`src/rtl/dab_map.svh`:
```
// Register offsets, field positions and reset values of the dual amplifier block
`ifndef DAB_MAP_SVH
`define DAB_MAP_SVH
`define DAB_OFF_BLOCK_CONTROL 8'h00
`define DAB_OFF_AMP0_RES 8'h04
`define DAB_OFF_AMP1_RES 8'h08
`define DAB_OFF_AMP0_COMP 8'h0c
`define DAB_OFF_AMP1_COMP 8'h10
`define DAB_OFF_AMP0_SW 8'h14
`define DAB_OFF_AMP1_SW 8'h18
`define DAB_OFF_AMP0_SW_CLR 8'h1c
`define DAB_OFF_AMP1_SW_CLR 8'h20
`define DAB_OFF_STATUS 8'h24
`define DAB_BIT_ENABLE 31
`define DAB_BIT_PUMP 11
`define DAB_BIT_DRIVER 2
`define DAB_BIT_COMP_MODE 4
`define DAB_BIT_OPPOSITE 21
`define DAB_BIT_ADC_SW_EN 18
`define DAB_RES_MASK 32'h0000_0877
`define DAB_COMP_MASK 32'h0000_0003
`define DAB_SW_MASK 32'h0024_411f
`define DAB_RESET_VALUE 32'h0000_0000
`define DAB_RESP_OKAY 2'b00
`define DAB_RESP_SLVERR 2'b10
`endif

```
`src/rtl/dab_pkg.sv`:
```
// Types shared by the dual amplifier block
package dab_pkg;
   typedef enum logic [1:0] {
      dab_pwr_off,
      dab_pwr_low,
      dab_pwr_medium,
      dab_pwr_high
   } dab_power_type;

   typedef struct packed {
      dab_power_type power_level;
      logic charge_pump_on;
      logic drive_1x_on;
      logic drive_10x_on;
      logic comparator_on;
      logic route_opposite;
      logic [1:0] compensation_level;
      logic [31:0] switch_closures;
      logic adc_switch_enable;
   } dab_amp_ctrl_type;

   typedef struct packed {
      logic [7:0] addr;
      logic [31:0] data;
      logic [3:0] strb;
   } dab_wreq_type;
endpackage

```
`src/rtl/dab_regs.sv`:
```
// AXI4-Lite register bank driving the dual amplifier block controls
//
// The placing of the registers and the AXI4-Lite interface to the registers are this design's own decisions.
`timescale 1ns/1ns
`include "dab_map.svh"

// Notes on behaviour
// - Block enable bit 31 powers whole block down at 0, up at 1.
// - Bit 11 of each resource register turns that amplifier's charge pump on.
// - Bits 1:0 pick off, low, medium or high power per amplifier.
// - Bit 2 selects 1X internal driver at 0, 10X external at 1.
// - 1X and 10X drivers are never on together.
// - 1X output goes to ADC buses, 10X to the external pin.
// - Switch bit 21 permits opposite routing of drivers, unguaranteed.
// - Output stage is at most one of 1X, 10X or comparator; none while the amplifier is off.
// - Compensation bits 1:0 select none, minimum, medium or maximum capacitance.
// - Each switch register bit closes its switch at 1, opens at 0.
// - Writing 1 to a switch-clear bit opens that switch; zeros ignored.
// - ADC bus switches need both ADC channel config and this block.
// - Control logic keeps working in deep sleep.
module dab_regs
   import dab_pkg::*;
(
   input wire logic mclk,
   input wire logic arst_n,
   input wire logic clk_en,
   input wire logic [7:0] awaddr,
   input wire logic awvalid,
   output logic awready,
   input wire logic [31:0] wdata,
   input wire logic [3:0] wstrb,
   input wire logic wvalid,
   output logic wready,
   output logic [1:0] bresp,
   output logic bvalid,
   input wire logic bready,
   input wire logic [7:0] araddr,
   input wire logic arvalid,
   output logic arready,
   output logic [31:0] rdata,
   output logic [1:0] rresp,
   output logic rvalid,
   input wire logic rready,
   input wire logic [2:0] adc_bus_request,
   output logic block_enabled,
   output dab_amp_ctrl_type amp0_ctrl,
   output dab_amp_ctrl_type amp1_ctrl,
   output logic [2:0] adc_bus_switch
);
   // Configuration registers
   logic [31:0] block_control, next_block_control;
   logic [31:0] amp_res [2];
   logic [31:0] next_amp_res [2];
   logic [31:0] amp_comp [2];
   logic [31:0] next_amp_comp [2];
   logic [31:0] amp_sw [2];
   logic [31:0] next_amp_sw [2];

   // Bus state
   logic aw_held, next_aw_held, w_held, next_w_held;
   dab_wreq_type wreq, next_wreq;
   logic next_awready, next_wready, next_bvalid, next_arready, next_rvalid;
   logic [1:0] next_bresp, next_rresp;
   logic [31:0] next_rdata;

   // Outputs and ADC request synchronizer
   logic next_block_enabled;
   dab_amp_ctrl_type next_amp_ctrl [2];
   logic [2:0] next_adc_bus_switch;
   logic [2:0] adc_req_meta, adc_req_sync;

   function automatic logic [31:0] merge(input logic [31:0] old, input logic [31:0] data,
                                         input logic [3:0] strb, input logic [31:0] mask);
      logic [31:0] res;
      res = old;
      for (int i = 0; i < 4; i++) begin
         if (strb[i]) begin
            res[i*8 +: 8] = data[i*8 +: 8];
         end
      end
      return res & mask;
   endfunction

   // Write channel: address and data taken in either order, response after both
   always_comb begin
      logic do_write;
      logic hit;
      do_write = 1'b0;
      hit = 1'b1;
      next_aw_held = aw_held;
      next_w_held = w_held;
      next_wreq = wreq;
      next_awready = awready;
      next_wready = wready;
      next_bvalid = bvalid;
      next_bresp = bresp;
      next_block_control = block_control;
      next_amp_res = amp_res;
      next_amp_comp = amp_comp;
      next_amp_sw = amp_sw;
      if (awvalid && awready) begin
         next_aw_held = 1'b1;
         next_awready = 1'b0;
         next_wreq.addr = awaddr;
      end
      if (wvalid && wready) begin
         next_w_held = 1'b1;
         next_wready = 1'b0;
         next_wreq.data = wdata;
         next_wreq.strb = wstrb;
      end
      if (bvalid && bready) begin
         next_bvalid = 1'b0;
         next_awready = 1'b1;
         next_wready = 1'b1;
      end
      if (aw_held && w_held && !bvalid) begin
         do_write = 1'b1;
         next_aw_held = 1'b0;
         next_w_held = 1'b0;
         next_bvalid = 1'b1;
      end
      // Masks keep unimplemented bits at zero so they always read back as 0
      if (do_write) begin
         unique case (wreq.addr)
            `DAB_OFF_BLOCK_CONTROL:
               next_block_control = merge(block_control, wreq.data, wreq.strb, 32'h8000_0000);
            `DAB_OFF_AMP0_RES:
               next_amp_res[0] = merge(amp_res[0], wreq.data, wreq.strb, `DAB_RES_MASK);
            `DAB_OFF_AMP1_RES:
               next_amp_res[1] = merge(amp_res[1], wreq.data, wreq.strb, `DAB_RES_MASK);
            `DAB_OFF_AMP0_COMP:
               next_amp_comp[0] = merge(amp_comp[0], wreq.data, wreq.strb, `DAB_COMP_MASK);
            `DAB_OFF_AMP1_COMP:
               next_amp_comp[1] = merge(amp_comp[1], wreq.data, wreq.strb, `DAB_COMP_MASK);
            `DAB_OFF_AMP0_SW:
               next_amp_sw[0] = merge(amp_sw[0], wreq.data, wreq.strb, `DAB_SW_MASK);
            `DAB_OFF_AMP1_SW:
               next_amp_sw[1] = merge(amp_sw[1], wreq.data, wreq.strb, `DAB_SW_MASK);
            // Clear strobes only touch ones; zeros leave the closures alone
            `DAB_OFF_AMP0_SW_CLR:
               next_amp_sw[0] = amp_sw[0] & ~merge(32'h0, wreq.data, wreq.strb, 32'hffff_ffff);
            `DAB_OFF_AMP1_SW_CLR:
               next_amp_sw[1] = amp_sw[1] & ~merge(32'h0, wreq.data, wreq.strb, 32'hffff_ffff);
            // Status is read only; a write is accepted and dropped
            `DAB_OFF_STATUS: hit = 1'b1;
            default: hit = 1'b0;
         endcase
         next_bresp = hit ? `DAB_RESP_OKAY : `DAB_RESP_SLVERR;
      end
   end

   // Read channel
   always_comb begin
      next_arready = arready;
      next_rvalid = rvalid;
      next_rdata = rdata;
      next_rresp = rresp;
      if (rvalid && rready) begin
         next_rvalid = 1'b0;
         next_arready = 1'b1;
      end
      if (arvalid && arready) begin
         next_arready = 1'b0;
         next_rvalid = 1'b1;
         next_rresp = `DAB_RESP_OKAY;
         unique case (araddr)
            `DAB_OFF_BLOCK_CONTROL: next_rdata = block_control;
            `DAB_OFF_AMP0_RES: next_rdata = amp_res[0];
            `DAB_OFF_AMP1_RES: next_rdata = amp_res[1];
            `DAB_OFF_AMP0_COMP: next_rdata = amp_comp[0];
            `DAB_OFF_AMP1_COMP: next_rdata = amp_comp[1];
            `DAB_OFF_AMP0_SW: next_rdata = amp_sw[0];
            `DAB_OFF_AMP1_SW: next_rdata = amp_sw[1];
            `DAB_OFF_AMP0_SW_CLR: next_rdata = 32'h0000_0000;
            `DAB_OFF_AMP1_SW_CLR: next_rdata = 32'h0000_0000;
            `DAB_OFF_STATUS: next_rdata = {29'h0, adc_bus_switch};
            default: begin
               next_rdata = 32'h0000_0000;
               next_rresp = `DAB_RESP_SLVERR;
            end
         endcase
      end
   end

   // One decoder per amplifier; block enable gates every analog output except route_opposite and adc_switch_enable
   for (genvar g = 0; g < 2; g++) begin : gen_amp
      logic on;
      logic cmp;
      dab_amp_ctrl_type next_ctrl;
      always_comb begin
         on = block_control[`DAB_BIT_ENABLE] && (amp_res[g][1:0] != 2'b00);
         cmp = amp_res[g][`DAB_BIT_COMP_MODE];
         next_ctrl = '0;
         next_ctrl.power_level = on ? dab_power_type'(amp_res[g][1:0]) : dab_pwr_off;
         next_ctrl.charge_pump_on = block_control[`DAB_BIT_ENABLE] && amp_res[g][`DAB_BIT_PUMP];
         // Comparator mode shuts both drivers so only one output stage is ever live
         next_ctrl.comparator_on = on && cmp;
         next_ctrl.drive_1x_on = on && !cmp && !amp_res[g][`DAB_BIT_DRIVER];
         next_ctrl.drive_10x_on = on && !cmp && amp_res[g][`DAB_BIT_DRIVER];
         // Opposite routing is allowed but its analog performance is not promised
         next_ctrl.route_opposite = amp_sw[g][`DAB_BIT_OPPOSITE];
         // Compensation caps are cut in comparator mode
         next_ctrl.compensation_level = (on && !cmp) ? amp_comp[g][1:0] : 2'b00;
         next_ctrl.switch_closures = block_control[`DAB_BIT_ENABLE] ? amp_sw[g] : 32'h0;
         next_ctrl.adc_switch_enable = amp_sw[g][`DAB_BIT_ADC_SW_EN];
      end
   end

   // Bus 0 from amp 0, buses 1 and 2 from amp 1
   localparam int adc_sw_source [3] = '{0, 1, 1};
   for (genvar s = 0; s < 3; s++) begin : gen_adc
      logic sw_on;
      // ADC side must also ask; neither side alone closes a bus switch
      always_comb begin
         sw_on = block_control[`DAB_BIT_ENABLE] && amp_sw[adc_sw_source[s]][`DAB_BIT_ADC_SW_EN]
                 && adc_req_sync[s];
      end
   end

   // Gathers the per-amplifier and per-switch decodes for the output flops
   always_comb begin
      next_block_enabled = block_control[`DAB_BIT_ENABLE];
      next_amp_ctrl[0] = gen_amp[0].next_ctrl;
      next_amp_ctrl[1] = gen_amp[1].next_ctrl;
      next_adc_bus_switch = {gen_adc[2].sw_on, gen_adc[1].sw_on, gen_adc[0].sw_on};
   end

   // Only mclk and clk_en gate state, so deep sleep keeps the bank alive if mclk runs
   always_ff @(posedge mclk or negedge arst_n) begin
      if (!arst_n) begin
         block_control <= `DAB_RESET_VALUE;
         amp_res <= '{default: `DAB_RESET_VALUE};
         amp_comp <= '{default: `DAB_RESET_VALUE};
         amp_sw <= '{default: `DAB_RESET_VALUE};
         aw_held <= 1'b0;
         w_held <= 1'b0;
         wreq <= '0;
         awready <= 1'b1;
         wready <= 1'b1;
         bvalid <= 1'b0;
         bresp <= 2'b00;
         arready <= 1'b1;
         rvalid <= 1'b0;
         rdata <= 32'h0000_0000;
         rresp <= 2'b00;
         block_enabled <= 1'b0;
         amp0_ctrl <= '0;
         amp1_ctrl <= '0;
         adc_bus_switch <= 3'h0;
         adc_req_meta <= 3'h0;
         adc_req_sync <= 3'h0;
      end else if (clk_en) begin
         block_control <= next_block_control;
         amp_res <= next_amp_res;
         amp_comp <= next_amp_comp;
         amp_sw <= next_amp_sw;
         aw_held <= next_aw_held;
         w_held <= next_w_held;
         wreq <= next_wreq;
         awready <= next_awready;
         wready <= next_wready;
         bvalid <= next_bvalid;
         bresp <= next_bresp;
         arready <= next_arready;
         rvalid <= next_rvalid;
         rdata <= next_rdata;
         rresp <= next_rresp;
         block_enabled <= next_block_enabled;
         amp0_ctrl <= next_amp_ctrl[0];
         amp1_ctrl <= next_amp_ctrl[1];
         adc_bus_switch <= next_adc_bus_switch;
         adc_req_meta <= adc_bus_request;
         adc_req_sync <= adc_req_meta;
      end
   end
endmodule

```
`config.mk`:
```
export PLATFORM = sky130hd
export DESIGN_NAME = dab_regs
export DESIGN_NICKNAME = d
export VERILOG_FILES = /design/src/rtl/dab_pkg.sv /design/src/rtl/dab_regs.sv
export VERILOG_INCLUDE_DIRS = /design/src /design/src/rtl
export SDC_FILE = /design/constraint.sdc
export NUM_CORES = 1
export LEC_CHECK = 0
export BUFFER_PORTS_ARGS = -buffer_cell sky130_fd_sc_hd__buf_4
export CORE_AREA = 8 8 158 160
export DETAILED_ROUTE_END_ITERATION = 10
export DIE_AREA = 0 0 166 168
export PLACE_DENSITY_LB_ADDON = 0.1
export SETUP_SLACK_MARGIN = 0.3
export SLEW_MARGIN = 40
export SYNTH_ARGS = -nofsm -noshare
export SYNTH_HDL_FRONTEND = slang
export SYNTH_SLANG_ARGS = --single-unit
```
`constraint.sdc`:
```
create_clock -name mclk -period 3.2 [get_ports mclk]
set_input_delay 0.32 -clock mclk [delete_from_list [all_inputs] [get_ports mclk]]
set_output_delay 0.32 -clock mclk [all_outputs]
set_load 0.01 [all_outputs]
```
==> metrics.yaml, run 1 <==
path_cells: "nand4b_2 > a2111o_1 > a211o_1 > a22o_1"
path_max_fanout: 15
ir_worst_vdd_mv: 0.4397
finalSetupViolations: 0
die_w_um: 166
diodes: 0
reg2reg_from: "bvalid"
cts_tree: "done"
power_leakage_nw: 6.496
finalMaxSlewViolations: 0
die_h_um: 168
status: "complete, no violations"
cp-end-kind: "flop"
fin_nets: 1241
syn_inst: 1009
vias: 8327
port_buffers: 189
clkTransAtPathRegs_ps: 60
cts_made_buffers: 27
cts.sinks: 262
timing.rr.end: "amp_sw[0]"
path_class: "flop to flop"
dp_hpwl_mm: 21.89
fin_worst_skew_ps: 19.20
slew_headroom_pct: 52.53
core_um2: 22370
fp-row-count: 55
cts_root_buf: "clkbuf_16"
htreeDepth: 1
finalSetupTns_ps: 0
reg2reg_depth: 4
area_growth_pct: 24.79
fill_cells: 1858
worstPathArrival_ps: 2770
final_cell_area_um2: 13780
mostFrequentLayoutCells: "dfrtp_1, buf_4, o21ai_0"
hold_start: "awaddr[2]"
hold_viol: 0
fin_crit_ps: 2356
clock.fmax_mhz: 424.4
antenna_found_initial: 1
top_level_ports: 192
slowest_stage: "a2111o_1"
drc_errors: 0
grt_max_degree: 114
hp-class: "input pin to flop"
syn_area_um2: 11040
crit_path_start_kind: "flop"
synth_seq_cells: 262
finalPower_mw: 8.781
required_ps: 3620
tightestPinTransition_ps: 712.1
drtIter0Drc: 723
start_util_pct: 49.37
via_per_inst: 5.615
cpLargestDelayFamily: "compound AO/OA/AOI/OAI gates"
fin_crit_sh_pct: 73.63
die_area_um2: 27890
cpPeakStageDelay_ps: 780
critPathBufInv: 0
maxCapViolCount: 0
holdPathEnd: "wreq[38]"
rsz0062_at_grt: "false"
gp_congestion: 0.8248
track_usage_pct: 22.05
ys_types: 60
wl_per_cell_um: 20.80
fin_ws_ps: 844.0
first_global_vias: 8400
placed_area_um2: 12760
grt_pass1_wl_mm: 49.63
synth_edf_count: 0
final_antenna_net_count: 0
syn_avg_cell_area_um2: 10.94
ys_seq_area_share_pct: 59.41
place_ws_ps: 863.4
grt_overflow_total: 0
first_pass_iters: 6
layout-drive-gt1-share_pct: 29.22
final_common_cell: "dfrtp_1"
cts_buffer_depth: 3
whs_path_depth: 2
post_cts_buffers: 0
p_per_area_nw_per_um2: 637.3
clkLatencyLatePin_ps: 530
async_flop_share_pct: 100.0
drt_wl_total_mm: 30.85
yosysWarnings: 0
rrSetupSlack_ps: 840
synth-main-ff-cell: "dfrtp_1"
state kept, by name (all words and copies together) (netlist names), 3 cells and up:
register / flops
amp_res: 14
amp_comp: 4
amp_sw: 64
adc_req_sync: 3
amp1_ctrl: 42
adc_req_meta: 3
adc_bus_switch: 3
amp0_ctrl: 42
wreq: 44
rdata: 32
final cells by class:
cell class,instances,area (um2),area share [%]
timing repair buffer,211,1632,11.84
sequential,262,6561,47.62
clock inverter,11,210.2,1.525
tap,285,356.6,2.588
multi-input combinational,589,3896,28.28
clock buffer,38,797.0,5.784
inverter,87,326.6,2.370
routing by layer:
metal  track usage (%)  part of all wire, %  vias up
met1             33.41                   48     4080
met4             5.336                  1.7        2
met3             4.701                  8.0       40
met5                 0                0.042        -
li1                  -                    -     3884
met2             31.56                   42      321
where the power goes:
group | internal (mW) | switching, mW
sequential | 3.67 | 0.450
combinational | 0.506 | 0.658
clock | 2.21 | 1.29
Yosys cell counts (all sizes together) (22+ instances only):
cell	n	area [um2]
dfrtp	259	6481
o21ai	97	485.5
inv	86	322.8
nand3	81	405.4
mux2	77	874.6
nand2	75	281.5
clkbuf	59	221.5
nor2	41	153.9
a22o	28	245.2
a21oi	27	135.1
a21boi	23	172.7
nor2b	23	143.9
a221oi	22	192.7
how the worst max path moves through the flow:
stage / startpoint / to / slack [ps] / depth (start not counted)
6_report: bvalid / amp_sw[0] / 840 / 4
5_1_grt: bvalid / amp_sw[27] / 690 / 5
4_1_cts: bvalid / amp_sw[0] / 860 / 4
3_5_place_dp: bvalid / amp_sw[0] / 860 / 4
3_3_place_gp: bvalid / amp_sw[4] / 940 / 4
2_1_floorplan: wreq[41] / amp_comp[0] / 1180 / 4
through the flow:
| stage | hold slack, ps | instances | util, % |
|---|---|---|---|
| global placement | 365.6 | 1433 | 57.06 |
| floorplan | 24.41 | 1010 | - |
| finish | 18.29 | 1483 | 61.61 |
| CTS | 6.493 | 1483 | 61.61 |
| global route | 16.42 | 1483 | 61.61 |
| detailed placement | 359.6 | 1433 | 57.06 |
cell families after synthesis:
| logic type | Yosys count | share of synthesized area, % |
|---|---|---|
| buffers and inverters | 159 | 5.598 |
| multiplexers | 77 | 7.921 |
| other | 1 | 0.03396 |
| AND/OR/NAND/NOR | 269 | 12.46 |
| flip-flops | 262 | 59.41 |
| AO/OA/AOI/OAI | 241 | 14.57 |
repair_timing:
action / in CTS / in global routing
hold endpoints to repair: 82 / 0
hold buffers: 1 / 0
resized for setup: 0 / 0
(Power assumes the default switching activity.)
==> run 2: changes to the inputs <==
==> constraint.sdc (replaced) <==
create_clock -name mclk -period 2.4 [get_ports mclk]
set_input_delay 0.24 -clock mclk [delete_from_list [all_inputs] [get_ports mclk]]
set_output_delay 0.24 -clock mclk [all_outputs]
set_load 0.01 [all_outputs]
==> run 2 against run 1 <==
Net effect: register-to-register slack worse by 520 ps; combinational power is 58% higher; highest routed layer is now met4; routed wire length increased by 0.72%; die area stayed put; largest cell class unchanged; largest power group unchanged; via count increased by 2.2%; critical endpoint is now amp_comp[1].
==> metrics.yaml, run 2 (same netlist as run 1, synthesis figures left out) <==
status: "complete, no violations"
drtIter0Drc: 602
vias: 8514
antenna_found_initial: 0
cpPeakStageDelay_ps: 650
clkLatencyLatePin_ps: 540
port_buffers: 189
grt_overflow_total: 0
cts_buffer_depth: 3
final_cells: 1546
slew_headroom_pct: 48.64
post_cts_buffers: 0
path_class: "flop to flop"
dp_hpwl_mm: 21.85
die_w_um: 166
via_per_inst: 5.507
power_leakage_nw: 6.759
cts_root_buf: "clkbuf_16"
holdPathEnd: "awready"
cts_tree: "done"
htreeDepth: 1
fill_cells: 1802
required_ps: 2830
drt_wl_total_mm: 31.07
die_h_um: 168
clock.fmax_mhz: 482.5
clkTransAtPathRegs_ps: 60
rrSetupSlack_ps: 330
path_cells: "or4b_4 > or4_4 > mux2_4"
ir_worst_vdd_mv: 0.5215
die_area_um2: 27890
worstPathArrival_ps: 2500
area_growth_pct: 30.20
fp-row-count: 55
utilization_pct: 64.28
critPathBufInv: 0
fin_ws_ps: 327.6
hp-class: "input pin to flop"
cts_made_buffers: 28
fin_worst_skew_ps: 8.981
first_pass_iters: 5
reg_top3: "amp_sw x64, wreq x44"
first_global_vias: 8650
cpLargestDelayFamily: "simple AND/OR/NAND/NOR gates"
reg2reg_from: "wreq[41]"
grt_pass1_wl_mm: 50.31
final_antenna_net_count: 0
wl_per_cell_um: 20.10
final_common_cell: "dfrtp_1"
drc_errors: 0
p_per_area_nw_per_um2: 800.9
reg2reg_depth: 3
layout-drive-gt1-share_pct: 29.10
slowest_stage: "or4b_4"
maxCapViolCount: 0
fin_crit_ps: 2072
place_ws_ps: 225.1
gp_congestion: 0.8551
finalMaxSlewViolations: 0
fin_crit_sh_pct: 86.35
start_util_pct: 49.37
grt_max_degree: 93
holdWs_ps: 24.63
rsz0062_at_grt: "true"
largest_register: "amp_sw"
crit_path_start_kind: "flop"
mostFrequentLayoutCells: "dfrtp_1, buf_4, o21ai_0"
finalSetupViolations: 0
hold_viol: 0
finalSetupTns_ps: 0
dp.cells: 1447
core_um2: 22370
path_max_fanout: 8
timing.rr.end: "amp_comp[1]"
hold_start: "awvalid"
cp-end-kind: "flop"
diodes: 0
whs_path_depth: 3
largest_reg_flops: 64
fin_nets: 1305
cts.sinks: 262
track_usage_pct: 22.30
top_level_ports: 192
tightestPinTransition_ps: 751.0
## run 2: final cells by class
class | count | area, um2 | share of cell area [%]
Clock buffer | 40 | 795.8 | 5.535
Clock inverter | 9 | 112.6 | 0.7833
Inverter | 87 | 326.6 | 2.272
Multi-Input combinational cell | 589 | 3941 | 27.42
Sequential cell | 262 | 6563 | 45.65
Tap cell | 285 | 356.6 | 2.480
Timing Repair Buffer | 274 | 2281 | 15.87
## run 2: repair_timing
action | 4_1_cts | 5_1_grt
hold buffers | 50 | 0
setup endpoints to repair | 5 | 42
pin swaps | 0 | 1
hold endpoints to repair | 120 | 0
resized for setup | 3 | 8
## run 2: per-stage QoR
| stage | power, mW | cell area (um2) |
|---|---|---|
| 6_report | 11.51 | 14380 |
| 5_1_grt | 12.04 | 14380 |
| 4_1_cts | 11.53 | 14340 |
| 3_5_place_dp | 7.185 | 12920 |
| 3_3_place_gp | 7.141 | 12920 |
| 2_1_floorplan | 6.387 | 11050 |
## run 2: worst reg2reg max path: cells and delay by family (launching register included)
kind             cells  cell delay, ps
multiplexers         1             310
AND/OR/NAND/NOR      2            1220
flip-flops           1             440
## run 2: layer usage
| metal | GRT usage [%] | wire, um |
|---|---|---|
| met1 | 33.65 | 15080 |
| met2 | 32.53 | 13500 |
| met5 | 0 | 0 |
| met3 | 4.630 | 2116 |
| met4 | 4.783 | 378 |
## run 2: power by group
| group | total (mW) | switching, mW | internal, mW |
|---|---|---|---|
| combinational | 1.83 | 1.01 | 0.822 |
| sequential | 5.43 | 0.535 | 4.90 |
| clock | 4.25 | 1.73 | 2.52 |
| total | 11.5 | 3.28 | 8.23 |
## run 2: worst max-delay path by stage
| stage | start | endpoint | slack (ps) | cells past startpoint |
|---|---|---|---|---|
| finish | wreq[41] | amp_comp[1] | 330 | 3 |
| global route | wreq[41] | amp_sw[25] | 270 | 5 |
| CTS | wreq[39] | amp_sw[0] | 290 | 4 |
| detailed placement | wreq[41] | amp_comp[0] | 230 | 3 |
| global placement | wreq[41] | amp_comp[1] | 250 | 3 |
| floorplan | wreq[41] | amp_comp[0] | 380 | 4 |
==> run 3: changes to the inputs <==
--- a/config.mk
+++ b/config.mk
@@ -11,6 +11,7 @@
 export DETAILED_ROUTE_END_ITERATION = 10
 export DIE_AREA = 0 0 166 168
 export PLACE_DENSITY_LB_ADDON = 0.1
+export RECOVER_POWER = 50
 export SETUP_SLACK_MARGIN = 0.3
 export SLEW_MARGIN = 40
 export SYNTH_ARGS = -nofsm -noshare
==> run 3 against run 2 <==
Net effect: the run now ends with max-capacitance violations, max-slew violations left; clock skew about the same; count of clock-buffer cells in the layout unchanged; first-iteration DRC count increased by 0.83%; global-route usage unchanged; critical path type unchanged; highest routed layer unchanged.
==> metrics.yaml, run 3 (same netlist as run 1, synthesis figures left out) <==
final_antenna_net_count: 0
maxCapViolCount: 2
worst-path-stages: 6
largest_register: "amp_sw"
clkTransAtPathRegs_ps: 60
diodes: 0
finalSetupViolations: 0
gp_congestion: 0.8551
core_um2: 22370
switching_share_pct: 28.53
path_max_fanout: 9
clkLatencyLatePin_ps: 540
rsz0062_at_grt: "true"
hold_viol: 0
slew_headroom_pct: -9.177
antenna_found_initial: 0
crit_path_start_kind: "flop"
first_global_vias: 8650
reg_top3: "amp_sw x64, wreq x44"
layout-drive-gt1-share_pct: 28.79
grt_pass1_wl_mm: 50.31
die_area_um2: 27890
top_level_ports: 192
vias: 8489
grt_overflow_total: 0
path_class: "flop to flop"
cts.sinks: 262
p_int_mw: 8.217
first_pass_iters: 5
worstPathArrival_ps: 2510
cp-end-kind: "flop"
die_h_um: 168
track_usage_pct: 22.30
p_clk_share_pct: 37.0
p_per_area_nw_per_um2: 803.2
cts_root_buf: "clkbuf_16"
drtIter0Drc: 607
fin_crit_sh_pct: 87.08
fin_nets: 1305
pwr-share-seq_pct: 47.2
slowest_stage: "clkbuf_1"
dp_hpwl_mm: 21.85
power_leakage_nw: 6.734
cpLargestDelayFamily: "buffers and inverters"
finalMaxSlewViolations: 128
cpPeakStageDelay_ps: 600
cts_buffer_depth: 3
fill_cells: 1815
fp-row-count: 55
start_util_pct: 49.37
fin_crit_ps: 2090
grt_max_degree: 93
wl_per_cell_um: 20.06
fin_worst_skew_ps: 8.936
rrSetupSlack_ps: 310
reg2reg_depth: 6
area_growth_pct: 29.63
cts_made_buffers: 28
pwr-share-comb_pct: 15.8
final_cell_area_um2: 14310
via_per_inst: 5.491
htreeDepth: 1
whs_path_depth: 3
violations: "max-capacitance violations, max-slew violations"
tightestPinTransition_ps: 1638
status: "finished, violations left"
placed_area_um2: 12920
die_w_um: 166
cts_tree: "done"
final_common_cell: "dfrtp_1"
drc_errors: 0
finalSetupTns_ps: 0
switchingPower_mw: 3.280
mostFrequentLayoutCells: "dfrtp_1, buf_4, o21ai_0"
clock.fmax_mhz: 478.5
required_ps: 2820
hp-class: "input pin to flop"
path_cells: "nand4b_2 > clkbuf_1 > nor4_4 > buf_4 > and2_1 > a22o_1"
port_buffers: 189
ir_worst_vdd_mv: 0.5219
critPathBufInv: 2
drt_wl_total_mm: 31.02
largest_reg_flops: 64
-- run 3: worst min-delay path: stages --
cell and delay [ps]:
buf_4 110, nand2_1 50, a32o_1 120
-- run 3: layout make-up --
class	count	area (um2)	area share (%)
Clock buffer	40	795.8	5.559
Clock inverter	9	112.6	0.7867
Inverter	87	326.6	2.281
Multi-Input combinational cell	589	3936	27.50
Sequential cell	262	6563	45.85
Tap cell	285	356.6	2.491
Timing Repair Buffer	274	2223	15.53
-- run 3: what timing repair did --
item                                    in CTS  in global routing
buffers inserted                             0                  0
pin swaps                                    0                  1
endpoints found under the hold margin      120                  0
resized for setup                            3                  8
hold buffers                                50                  0
endpoints found under the setup margin       5                 42
cloned                                       0                  0
-- run 3: power by group through the flow --
stage / Sequential [mW] / Clock, mW / Combinational [mW]
6_report: 5.43 / 4.25 / 1.82
5_1_grt: 5.50 / 4.51 / 2.01
4_1_cts: 5.41 / 4.33 / 1.79
3_5_place_dp: 5.48 / 0 / 1.70
3_3_place_gp: 5.46 / 0 / 1.68
2_1_floorplan: 5.25 / 0 / 1.14
-- run 3: metal layers --
layer	vias up	part of all wire (%)	global-route usage (%)
met4	0	1.2	4.783
met2	273	43	32.53
met5	-	0	0
met1	4182	49	33.65
li1	4004	-	-
met3	30	6.7	4.630
-- run 3: worst paths after layout --
kind / start / end
hold reg to reg: rdata[18] / rdata[18]
max in group asynchronous: arst_n / block_control[31]
hold / removal: wvalid / wready
setup reg to reg: bvalid / amp_sw[0]
setup / recovery: bvalid / amp_sw[0]
min in group asynchronous: arst_n / amp0_ctrl[7]
-- run 3: metrics by stage --
step                power [mW]  worst slack [ps]  utilization [%]  std cells  hold slack, ps
floorplan                6.387             378.0                -       1010          -55.59
global placement         7.141             251.7            57.76       1447           253.4
detailed placement       7.185             225.1            57.76       1447           251.7
CTS                      11.53             293.0            64.11       1546           6.691
global route             12.02             149.8            64.00       1546           19.69
finish                   11.50             310.1            64.00       1546           23.75
